File: config.mk
export PLATFORM = sky130hd
export DESIGN_NAME = sar_seq_ctrl
export DESIGN_NICKNAME = d
export VERILOG_FILES = /design/src/verilog/sar_pkg.sv /design/src/verilog/sar_seq_ctrl.sv
export SDC_FILE = /design/constraint.sdc
export NUM_CORES = 1
export LEC_CHECK = 0
export BUFFER_PORTS_ARGS = -buffer_cell sky130_fd_sc_hd__buf_2
export CORE_UTILIZATION = 54
export DETAILED_ROUTE_END_ITERATION = 7
export PLACE_DENSITY = 0.86
export SLEW_MARGIN = 15
export SYNTH_ARGS = -nofsm -noshare
export SYNTH_HDL_FRONTEND = slang
export SYNTH_SLANG_ARGS = --single-unit
File: constraint.sdc
create_clock -name clk_i -period 2.4 [get_ports clk_i]
set_input_delay 0.12 -clock clk_i [delete_from_list [all_inputs] [get_ports clk_i]]
set_output_delay 0.12 -clock clk_i [all_outputs]
set_load 0.02 [all_outputs]
File: src/verilog/sar_pkg.sv
// constants, register map and types for the converter sequencer control
//
// Functional notes
// [RULE_01] converter clock at most 18 MHz; a conversion lasts at least 18 converter clocks
// [RULE_02] every conversion yields a 12-bit result
// [RULE_03] reference chosen from supply, half supply, internal trimmed, or external pin
// [RULE_04] each channel set single-ended or differential independently within one scan
// [RULE_05] sample-and-hold aperture length programmable in converter clocks
// [RULE_06] sequencer steps enabled channels back to back with no idle cycles
// [RULE_07] one result buffer per channel; scan interrupt only after all converted
// [RULE_08] results checked against low/high limits; range interrupt raised at once
// [RULE_09] no conversions while system is in deep-sleep or hibernate
// [RULE_10] temperature sensor is a sequencer channel converted like any other
// [RULE_11] control bit switches the temperature diode bias current on or off
// [RULE_12] software switches route converter input over the analog mux bus to pins
// [RULE_13] interrupt flags stay set until cleared; output is OR of unmasked flags
package sar_pkg;

	localparam int          SYS_CLK_HZ    = 250_000_000;
	localparam int          CONV_CLK_MAX_HZ = 18_000_000;
	// least divide ratio keeping the converter clock at or below its ceiling
	localparam int          DIV_MIN       = (SYS_CLK_HZ + CONV_CLK_MAX_HZ - 1) / CONV_CLK_MAX_HZ;
	localparam logic [7:0]  DIV_MIN_W     = 8'(DIV_MIN);
	localparam int          CONV_CLKS_MIN = 18;
	localparam int          RES_BITS      = 12;
	// aperture floor so sampling plus bit trials plus store reach the minimum
	localparam logic [7:0]  APER_MIN      = 8'(CONV_CLKS_MIN - RES_BITS - 1);
	localparam int          NUM_CH        = 8;
	localparam logic [2:0]  TEMP_CH       = 3'h7;
	localparam int          AMUX_W        = 16;

	// register byte offsets
	localparam logic [7:0]  OFS_CTRL      = 8'h00;
	localparam logic [7:0]  OFS_APER      = 8'h04;
	localparam logic [7:0]  OFS_CHEN      = 8'h08;
	localparam logic [7:0]  OFS_DIFF      = 8'h0c;
	localparam logic [7:0]  OFS_LIMIT     = 8'h10;
	localparam logic [7:0]  OFS_STAT      = 8'h14;
	localparam logic [7:0]  OFS_MASK      = 8'h18;
	localparam logic [7:0]  OFS_AMUX      = 8'h1c;
	localparam logic [7:0]  OFS_DIV       = 8'h20;
	localparam logic [7:0]  OFS_RES0      = 8'h40;

	// control register fields
	localparam int          CTRL_EN       = 0;
	localparam int          CTRL_START    = 1;
	localparam int          CTRL_CONT     = 2;
	localparam int          CTRL_REF_LO   = 4;
	localparam int          CTRL_BIAS     = 8;
	// limit register fields
	localparam int          LIM_LO_LSB    = 0;
	localparam int          LIM_HI_LSB    = 16;
	// status fields
	localparam int          ST_DONE       = 0;
	localparam int          ST_RANGE      = 1;
	localparam int          ST_BUSY       = 8;
	localparam int          ST_CH_LSB     = 12;

	localparam logic [7:0]  APER_RST      = 8'h06;
	localparam logic [7:0]  DIV_RST       = 8'h0e;
	localparam logic [11:0] LIM_HI_RST    = 12'hfff;

	typedef enum logic [1:0] {
		REF_SUPPLY = 2'h0,
		REF_HALF   = 2'h1,
		REF_TRIM   = 2'h2,
		REF_EXT    = 2'h3
	} ref_sel_t;

	typedef enum logic [3:0] {
		ST_IDLE   = 4'b0001,
		ST_SAMPLE = 4'b0010,
		ST_CONV   = 4'b0100,
		ST_STORE  = 4'b1000
	} seq_state_t;

endpackage : sar_pkg

File: src/verilog/sar_seq_ctrl.sv
// sequencer, successive-approximation control and register file of the converter
`timescale 1ns/10ps
module sar_seq_ctrl
	import sar_pkg::*;
(
	input  wire logic              clk_i,        // system clock 250 MHz
	input  wire logic              rst_i,        // synchronous reset, high
	input  wire logic              wb_cyc_i,     // bus cycle
	input  wire logic              wb_stb_i,     // bus strobe
	input  wire logic              wb_we_i,      // write enable
	input  wire logic [7:0]        wb_adr_i,     // byte address
	input  wire logic [3:0]        wb_sel_i,     // byte lanes
	input  wire logic [31:0]       wb_dat_i,     // write data
	output logic      [31:0]       wb_dat_o,     // read data
	output logic                   wb_ack_o,     // acknowledge
	input  wire logic              low_power_i,  // deep-sleep or hibernate, async
	input  wire logic              cmp_i,        // comparator: input above trial, async
	output logic                   sample_o,     // track/hold switch closed
	output logic      [2:0]        ch_sel_o,     // input mux channel
	output logic                   diff_o,       // differential mode for this channel
	output logic      [1:0]        ref_sel_o,    // reference selection
	output logic                   temp_bias_o,  // temperature diode bias on
	output logic      [AMUX_W-1:0] amux_sw_o,    // analog mux bus switches
	output logic      [11:0]       dac_code_o,   // trial code to capacitor array
	output logic                   irq_o         // level interrupt
);

	////////////////////////////////////////////////////////////////////////////////
	// synchronisers

	logic lp_meta, lp_sync, cmp_meta, cmp_sync;

	// two stages for the power-mode and comparator levels
	always_ff @(posedge clk_i) begin
		if (rst_i) begin
			lp_meta  <= 1'b0;
			lp_sync  <= 1'b0;
			cmp_meta <= 1'b0;
			cmp_sync <= 1'b0;
		end else begin
			lp_meta  <= low_power_i;
			lp_sync  <= lp_meta;
			cmp_meta <= cmp_i;
			cmp_sync <= cmp_meta;
		end
	end

	////////////////////////////////////////////////////////////////////////////////
	// registers

	logic              enable, cont, bias_en, start_req;
	logic [1:0]        ref_sel;
	logic [7:0]        aper, div_ratio, ch_en, diff_en, irq_mask;
	logic [11:0]       lim_lo, lim_hi;
	logic [AMUX_W-1:0] amux_sw;
	logic [1:0]        irq_stat;
	logic [11:0]       result [NUM_CH];
	logic              bus_req, bus_wr, bus_rd_stat;
	logic [31:0]       wmask;
	logic [31:0]       lim_word, amux_word;
	seq_state_t        state;
	logic [2:0]        cur_ch;
	logic              set_done, set_range;

	assign bus_req     = wb_cyc_i & wb_stb_i & ~wb_ack_o;
	assign bus_wr      = bus_req & wb_we_i;
	assign bus_rd_stat = bus_req & ~wb_we_i & (wb_adr_i == OFS_STAT);

	// byte-lane mask from select
	always_comb begin
		for (int b = 0; b < 4; b++) begin
			wmask[b*8 +: 8] = {8{wb_sel_i[b]}};
		end
	end

	// merge of written lanes into an old value
	function automatic logic [31:0] merge(input logic [31:0] old_v, input logic [31:0] new_v,
		input logic [31:0] m);
		merge = (old_v & ~m) | (new_v & m);
	endfunction : merge

	// limit and switch words as they stand after a lane-merged write
	assign lim_word  = merge({4'h0, lim_hi, 4'h0, lim_lo}, wb_dat_i, wmask);
	assign amux_word = merge({16'h0000, amux_sw}, wb_dat_i, wmask);

	// software-written configuration
	always_ff @(posedge clk_i) begin
		if (rst_i) begin
			enable    <= 1'b0;
			cont      <= 1'b0;
			bias_en   <= 1'b0;
			ref_sel   <= REF_SUPPLY;
			aper      <= APER_RST;
			div_ratio <= DIV_RST;
			ch_en     <= 8'h00;
			diff_en   <= 8'h00;
			irq_mask  <= 8'h00;
			lim_lo    <= 12'h000;
			lim_hi    <= LIM_HI_RST;
			amux_sw   <= '0;
		end else if (bus_wr) begin
			case (wb_adr_i)
				OFS_CTRL: begin
					enable  <= wb_sel_i[0] ? wb_dat_i[CTRL_EN] : enable;
					cont    <= wb_sel_i[0] ? wb_dat_i[CTRL_CONT] : cont;
					ref_sel <= wb_sel_i[0] ? wb_dat_i[CTRL_REF_LO +: 2] : ref_sel;      // RULE_03
					bias_en <= wb_sel_i[1] ? wb_dat_i[CTRL_BIAS] : bias_en;             // RULE_11
				end
				OFS_APER: begin
					if (wb_sel_i[0]) begin
						// floor keeps each conversion at 18 converter clocks or more
						aper <= (wb_dat_i[7:0] < APER_MIN) ? APER_MIN : wb_dat_i[7:0]; // RULE_05 RULE_01
					end
				end
				OFS_DIV: begin
					if (wb_sel_i[0]) begin
						div_ratio <= (wb_dat_i[7:0] < DIV_MIN_W) ? DIV_MIN_W : wb_dat_i[7:0]; // RULE_01
					end
				end
				OFS_CHEN:  ch_en    <= wb_sel_i[0] ? wb_dat_i[7:0] : ch_en;           // RULE_10
				OFS_DIFF:  diff_en  <= wb_sel_i[0] ? wb_dat_i[7:0] : diff_en;         // RULE_04
				OFS_MASK:  irq_mask <= wb_sel_i[0] ? wb_dat_i[7:0] : irq_mask;
				OFS_LIMIT: begin
					lim_lo <= lim_word[LIM_LO_LSB +: 12];                                // RULE_08
					lim_hi <= lim_word[LIM_HI_LSB +: 12];                                // RULE_08
				end
				OFS_AMUX:  amux_sw  <= amux_word[AMUX_W-1:0];                           // RULE_12
				default: begin
				end
			endcase
		end
	end

	// start is a one-shot request held until the sequencer is next idle, where it is taken or dropped
	always_ff @(posedge clk_i) begin
		if (rst_i) begin
			start_req <= 1'b0;
		end else if (bus_wr && wb_adr_i == OFS_CTRL && wb_sel_i[0] && wb_dat_i[CTRL_START]) begin
			start_req <= 1'b1;
		end else if (state == ST_IDLE) begin
			start_req <= 1'b0;
		end
	end

	// read mux and single-wait acknowledge; unmapped reads give zero
	always_ff @(posedge clk_i) begin
		if (rst_i) begin
			wb_ack_o <= 1'b0;
			wb_dat_o <= 32'h0000_0000;
		end else begin
			wb_ack_o <= bus_req;
			wb_dat_o <= 32'h0000_0000;
			if (bus_req && !wb_we_i) begin
				case (wb_adr_i)
					OFS_CTRL:  wb_dat_o <= {23'h00_0000, bias_en, 2'h0, ref_sel, 1'b0, cont, 1'b0, enable};
					OFS_APER:  wb_dat_o <= {24'h00_0000, aper};
					OFS_DIV:   wb_dat_o <= {24'h00_0000, div_ratio};
					OFS_CHEN:  wb_dat_o <= {24'h00_0000, ch_en};
					OFS_DIFF:  wb_dat_o <= {24'h00_0000, diff_en};
					OFS_MASK:  wb_dat_o <= {24'h00_0000, irq_mask};
					OFS_LIMIT: wb_dat_o <= {4'h0, lim_hi, 4'h0, lim_lo};
					OFS_AMUX:  wb_dat_o <= {16'h0000, amux_sw};
					OFS_STAT:  wb_dat_o <= {17'h0_0000, cur_ch, 3'h0, (state != ST_IDLE),
						6'h00, irq_stat};
					default: begin
						if (wb_adr_i[7:5] == OFS_RES0[7:5] && wb_adr_i[1:0] == 2'h0) begin
							wb_dat_o <= {20'h0_0000, result[wb_adr_i[4:2]]};   // RULE_07
						end
					end
				endcase
			end
		end
	end

	////////////////////////////////////////////////////////////////////////////////
	// converter clock enable

	logic [7:0] div_cnt;
	logic       conv_tick;

	// one pulse every div_ratio system clocks
	always_ff @(posedge clk_i) begin
		if (rst_i || state == ST_IDLE) begin
			div_cnt   <= 8'h01;
			conv_tick <= 1'b0;
		end else if (div_cnt >= div_ratio) begin
			div_cnt   <= 8'h01;
			conv_tick <= 1'b1;                                                       // RULE_01
		end else begin
			div_cnt   <= div_cnt + 8'h01;
			conv_tick <= 1'b0;
		end
	end

	////////////////////////////////////////////////////////////////////////////////
	// sequencer

	// first enabled channel strictly above from; NUM_CH when none remains
	function automatic logic [3:0] next_ch(input logic [7:0] en, input logic [3:0] from);
		next_ch = 4'(NUM_CH);
		for (int i = NUM_CH - 1; i >= 0; i--) begin
			if (en[i] && 4'(i) > from) begin
				next_ch = 4'(i);
			end
		end
	endfunction : next_ch

	logic [7:0]  aper_cnt;
	logic [3:0]  bit_idx;
	logic [11:0] trial;
	logic [3:0]  first_ch, follow_ch;
	logic        go;

	// channel 0 cannot be named by the strictly-above search, so test it first
	assign first_ch  = ch_en[0] ? 4'h0 : next_ch(ch_en, 4'h0);
	assign follow_ch = next_ch(ch_en, {1'b0, cur_ch});
	assign go        = enable && !lp_sync && (start_req || cont) && ch_en != 8'h00;

	// state walk: sample, bit trials, store, then straight to the next channel
	always_ff @(posedge clk_i) begin
		if (rst_i) begin
			state    <= ST_IDLE;
			cur_ch   <= 3'h0;
			aper_cnt <= 8'h00;
			bit_idx  <= 4'h0;
			trial    <= 12'h000;
			set_done <= 1'b0;
		end else begin
			set_done <= 1'b0;
			if (lp_sync || !enable) begin
				state <= ST_IDLE;                                                     // RULE_09
			end else begin
				case (state)
					ST_IDLE: begin
						if (go) begin
							state    <= ST_SAMPLE;
							cur_ch   <= first_ch[2:0];
							aper_cnt <= aper;
						end
					end
					ST_SAMPLE: begin
						if (conv_tick) begin
							if (aper_cnt == 8'h01) begin
								state   <= ST_CONV;
								bit_idx <= 4'(RES_BITS - 1);
								trial   <= 12'h800;
							end else begin
								aper_cnt <= aper_cnt - 8'h01;                          // RULE_05
							end
						end
					end
					ST_CONV: begin
						if (conv_tick) begin
							// keep the trial bit when the input stands above it
							if (!cmp_sync) begin
								trial[bit_idx] <= 1'b0;                                 // RULE_02
							end
							if (bit_idx == 4'h0) begin
								state <= ST_STORE;
							end else begin
								trial[bit_idx - 4'h1] <= 1'b1;
								bit_idx <= bit_idx - 4'h1;
							end
						end
					end
					ST_STORE: begin
						if (conv_tick) begin
							// no idle gap: next channel sampled on the same tick
							if (follow_ch != 4'(NUM_CH)) begin
								state    <= ST_SAMPLE;                                 // RULE_06
								cur_ch   <= follow_ch[2:0];
								aper_cnt <= aper;
							end else begin
								set_done <= 1'b1;                                      // RULE_07
								if (cont && ch_en != 8'h00) begin
									state    <= ST_SAMPLE;
									cur_ch   <= first_ch[2:0];
									aper_cnt <= aper;
								end else begin
									state <= ST_IDLE;
								end
							end
						end
					end
					default: state <= ST_IDLE;
				endcase
			end
		end
	end

	// per-channel result buffers and window check at the store tick
	always_ff @(posedge clk_i) begin
		if (rst_i) begin
			set_range <= 1'b0;
			for (int i = 0; i < NUM_CH; i++) begin
				result[i] <= 12'h000;
			end
		end else begin
			set_range <= 1'b0;
			if (state == ST_STORE && conv_tick && !lp_sync && enable) begin
				result[cur_ch] <= trial;                                                 // RULE_07
				set_range      <= (trial < lim_lo) || (trial > lim_hi);                  // RULE_08
			end
		end
	end

	////////////////////////////////////////////////////////////////////////////////
	// interrupts

	// sticky flags; a set in the clearing read cycle wins
	always_ff @(posedge clk_i) begin
		if (rst_i) begin
			irq_stat <= 2'b00;
			irq_o    <= 1'b0;
		end else begin
			irq_stat[ST_DONE]  <= set_done  | (irq_stat[ST_DONE]  & ~bus_rd_stat);   // RULE_13
			irq_stat[ST_RANGE] <= set_range | (irq_stat[ST_RANGE] & ~bus_rd_stat);   // RULE_13
			irq_o <= |(irq_stat & irq_mask[1:0]);                                      // RULE_13
		end
	end

	////////////////////////////////////////////////////////////////////////////////
	// analog front-end controls

	// registered drive of mux, reference, bias and trial code
	always_ff @(posedge clk_i) begin
		if (rst_i) begin
			sample_o    <= 1'b0;
			ch_sel_o    <= 3'h0;
			diff_o      <= 1'b0;
			ref_sel_o   <= REF_SUPPLY;
			temp_bias_o <= 1'b0;
			amux_sw_o   <= '0;
			dac_code_o  <= 12'h000;
		end else begin
			sample_o    <= (state == ST_SAMPLE);
			ch_sel_o    <= cur_ch;                                                       // RULE_10
			diff_o      <= diff_en[cur_ch];                                              // RULE_04
			ref_sel_o   <= ref_sel;                                                      // RULE_03
			temp_bias_o <= bias_en;                                                      // RULE_11
			amux_sw_o   <= amux_sw;                                                      // RULE_12
			dac_code_o  <= trial;
		end
	end

endmodule : sar_seq_ctrl

## After elaboration in Yosys (flattened, before gate mapping)

Memory sizes are Yosys's and may differ from the RTL's.
Cells that the tools add are included.

- Register bits after elaboration: 204
- Memory bits (writable): 96
- Input bits: 51
- Output and inout bits: 70
- Logic and storage cells: 240
- Memories: 1

- Add/subtract/negate cells: 3
- Magnitude comparators: 17
- Equal/unequal tests: 25
- Multiplexer cells: 73
- Bitwise operators: 27
- Reductions and logical operators: 57

Memory list:

| name | depth | width | read ports | clocked after Yosys merged registers in | wr ports | line | text |
|---|---|---|---|---|---|---|---|
| result | 8 | 12 | 1 | 0 | 8 | sar_seq_ctrl.sv:57 | `logic [11:0] result [NUM_CH];` |

Operator list:

| kind | number |
|---|---|
| $pmux W28 S9 | 1 |
| $mux W12 | 11 |
| $mux W4 | 17 |
| $mux W8 | 8 |
| $and A28 B28 Y28 | 2 |
| $mux W3 | 13 |
| $eq A8 B5 Y1 const B | 4 |
| $not A28 Y28 | 1 |
| $or A28 B28 Y28 | 1 |
| $pmux W12 S2 | 1 |
| $pmux W8 S3 | 1 |
| $logic_and A1 B1 Y1 | 21 |
| $reduce_and A3 Y1 | 7 |
| $and A16 B16 Y16 | 1 |
| $eq A8 B4 Y1 const B | 2 |
| $ne A2 B2 Y1 const B | 8 |
| $or A16 B16 Y16 | 1 |
| $pmux W4 S4 | 1 |
| $mux W1 | 13 |
| $and A12 B12 Y12 | 1 |
| $gt A12 B12 Y1 | 1 |
| $gt A3 B3 Y1 const A | 4 |
| $lt A12 B12 Y1 | 1 |
| $not A12 Y12 | 1 |
| other kinds (47) | 80 |

## Longest topological paths before layout

- Depth after elaboration: 15
- Mapped depth: 9
- Mapped depth without buffers: 8

## Worst setup path after synthesis

OpenSTA, ideal clock, no wires.

- Kind: flip-flop to flip-flop
- Start point: reg state[1]
- End point: mem result[7][0] (enable)
- Library setup time: 0.398 ns
- Arrival: 2.164 ns
- Required time: 2.002 ns
- Slack: -0.162 ns
- Cell stages (with the launch flop): 6
- Path buffers: 2
- Clock period less this slack: 2.562 ns
- Cells stage by stage: dfxtp_1 -> buf_2 -> nor4b_4 -> nand4_1 -> clkbuf_1 -> o21ai_0

RTL lines:

| element | line | text |
|---|---|---|
| from (decl) | sar_seq_ctrl.sv:61 | `seq_state_t state;` |
| from (signal assigned) | sar_seq_ctrl.sv:222 | `state <= ST_IDLE;` |
| from (signal assigned) | sar_seq_ctrl.sv:231 | `state <= ST_IDLE;` |
| from (signal assigned) | sar_seq_ctrl.sv:236 | `state <= ST_SAMPLE;` |
| to (decl) | sar_seq_ctrl.sv:57 |  |

==> out/qor.yml <==
status: "complete, no violations"
die_area_mm2: 0.0259
yosysWarnings: 0
max_freq_ghz: 0.446
reg2reg_to: "result[0][8]"
grt_pass1_wl_mm: 59.5
post-place-ws_ns: 0.0941
finalNonFillerCells: 1873
drive_gt1_share_pct: 19.5
fillers: 1785
fin_util_pct: 66.3
start_util_pct: 55.6
r2r-start: "enable"
p_leak_nw: 6.36
grt.total_usage_pct: 29.3
io-pin-count: 121
antenna_found_initial: 0
netSwitchingPower_mw: 2.33
grt_overflow: 0
drt_iter0_drc: 1378
skew_ns: 0.00842
p_clk_share_pct: 47.2
fin_area_mm2: 0.0163
fin_ws_ns: 0.157
chipWidth_um: 161
maxCapViolCount: 0
swShare_pct: 21.4
place_inst: 1782
post_cts_buffers: 0
worst_pin_slew_ns: 0.693
power_frac_comb_pct: 4.4
p_seq_share_pct: 48.4
cts.htree.levels: 1
avgViaCountPerCell: 6.13
clock_sinks: 296
netlist_area_mm2: 0.0136
rows: 57
critPathCaptureType: "flip-flop"
rsz0062_at_grt: "no"
power_density_mw_per_mm2: 670
clock_latency_ns: 0.55
grt_max_degree: 67
hp-class: "input pin to flip-flop"
first_pass_iters: 8
fin_setup_tns_ns: 0
grt_pass1_vias: 11100
totalPowerFinal_mw: 10.9
die_h_um: 161
worst_hold_slack_ns: 0.0427
diodes: 0
path_clk_slew_ns: 0.07
hold_path_depth: 4
synthArstFlopShare_pct: 0
cp-start-kind: "flip-flop"
hold_start: "wb_sel_i[3]"
peakVddDrop_mv: 0.550
regToRegSetupSlack_ns: 0.16
area_growth_pct: 19.1
cp.required_ns: 2.62
remaining_drc_errors: 0
drtAntennaViolNets: 0
nNetsFinal: 1614
synth-edff-count: 96
coreArea_mm2: 0.0245
min_period_ns: 2.24
reg2regPathDepth: 5
post-route-period-util_pct: 93.4
post_synth_num_cell_types: 79
max-slew-margin-rel_pct: 53.8
gp_congestion: 0.964
syn_inst: 1362
avgSynthCellArea_um2: 10.0
cts_tree: "yes"
clk_path_buf_depth: 3
internal_power_mw: 8.56
critPathArrivalTime_ns: 2.46
num_vias: 11500
numCtsBuffers: 30
path_class: "flip-flop to flip-flop"
wl_per_cell_um: 20.6
place_area_mm2: 0.0148
io_buffers: 112
ys_seq_area_share_pct: 50.5
synth_ff_type: "dfxtp_1"
ys_ff_latch: 296
crit_fanout: 12
hpwlAfterDp_mm: 25.9
hold_violations: 0
root_buffer: "clkbuf_16"
setup_viol: 0
wl_mm: 38.5
slew_violations: 0
synth_stat cells (13+ instances only):
cell	count	area share (%)
a31oi_1	15	0.69
a21oi_1	86	3.2
buf_2	19	0.70
nor2b_1	44	2.0
mux2i_1	38	2.8
nor2_1	94	2.6
a22oi_1	14	0.77
nand2b_1	13	0.60
clkbuf_1	59	1.6
ha_1	38	3.5
and2_1	94	4.3
o21ai_0	52	1.9
nand2_1	114	3.1
nor4_1	14	0.64
edfxtp_1	96	21
nand3_1	52	1.9
inv_1	45	1.2
mux4_2	23	3.8
a21o_1	13	0.72
nor3_1	46	1.7
dfxtp_1	200	29
a22o_1	16	1.0
layout by cell type (no fill, tap or decap), drive strengths merged, types with 8 or more instances in the layout:
master and n:
mux2i 38, ha 38, and3 9, nor3 47, edfxtp 96, nand2 114, nor4 14, nand2b 13
or2 8, inv 46, mux2 11, a22o 16, clkbuf 35, clkinv 13, nor2b 44, o21ai 55
dfxtp 200, and2 94, buf 189, o211ai 10, nand4 9, a21o 13, nor2 96, a31oi 15
nand3 53, dlygate4sd3 35, a22oi 14, mux4 23, a21oi 86
worst max path at each step:
stage                            from      endpoint  slack [ns]
after floorplan              state[1]  result[7][0]       -0.16
after global placement    wb_adr_i[1]     flip-flop        0.17
after detailed placement  wb_adr_i[1]     flip-flop        0.09
after CTS                   cur_ch[0]   aper_cnt[0]        0.14
after global routing           enable  result[1][6]        0.03
final                          enable  result[0][8]        0.16
cells by family after synthesis:
kind of cell | synth area share (%)
muxes | 7.49
other | 0.0275
buffers and inverters | 4.34
and+or+nand+nor | 20.1
xor gates and xnor gates | 0.578
adders and majority gates | 3.48
AOI/OAI and AO/OA | 13.5
DFF | 50.5
area by class of cell:
type | count | area, um^2 | share of cell area [%]
inverters | 46 | 173 | 1.06
clock inverters | 21 | 258 | 1.59
clock buffers | 35 | 832 | 5.12
well taps | 324 | 405 | 2.49
multi-input cells | 927 | 6180 | 38.0
flip-flops and latches | 296 | 6890 | 42.4
repair buffers | 224 | 1520 | 9.33
critical path: stages (launching register included):
cell,delay (ns)
dfxtp_1,0.45
nand2b_1,0.10
nor2_1,0.31
nand3_2,0.29
nor4_1,0.36
or2_2,0.39
routing by layer:
layer / GRT usage, % / wire length [um]
met1: 38.7 / 15100
met2: 48.4 / 17900
met3: 4.39 / 4110
met4: 11.7 / 1480
met5: 0 / 0
power groups by stage:
stage	combinational [mW]	clock (mW)	sequential, mW
final	0.478	5.14	5.27
after global routing	0.500	5.35	5.28
after CTS	0.468	5.16	5.27
after detailed placement	0.423	0	5.38
after global placement	0.412	0	5.37
after floorplan	0.263	0	5.37
repair_timing:
action / CTS / global route
gates resized for setup: 0 / 4
endpoints found under the hold margin: 78 / 0
setup endpoints to repair: 0 / 3
hold buffers: 35 / 0
No activity file was read; power rests on OpenSTA's default activity.
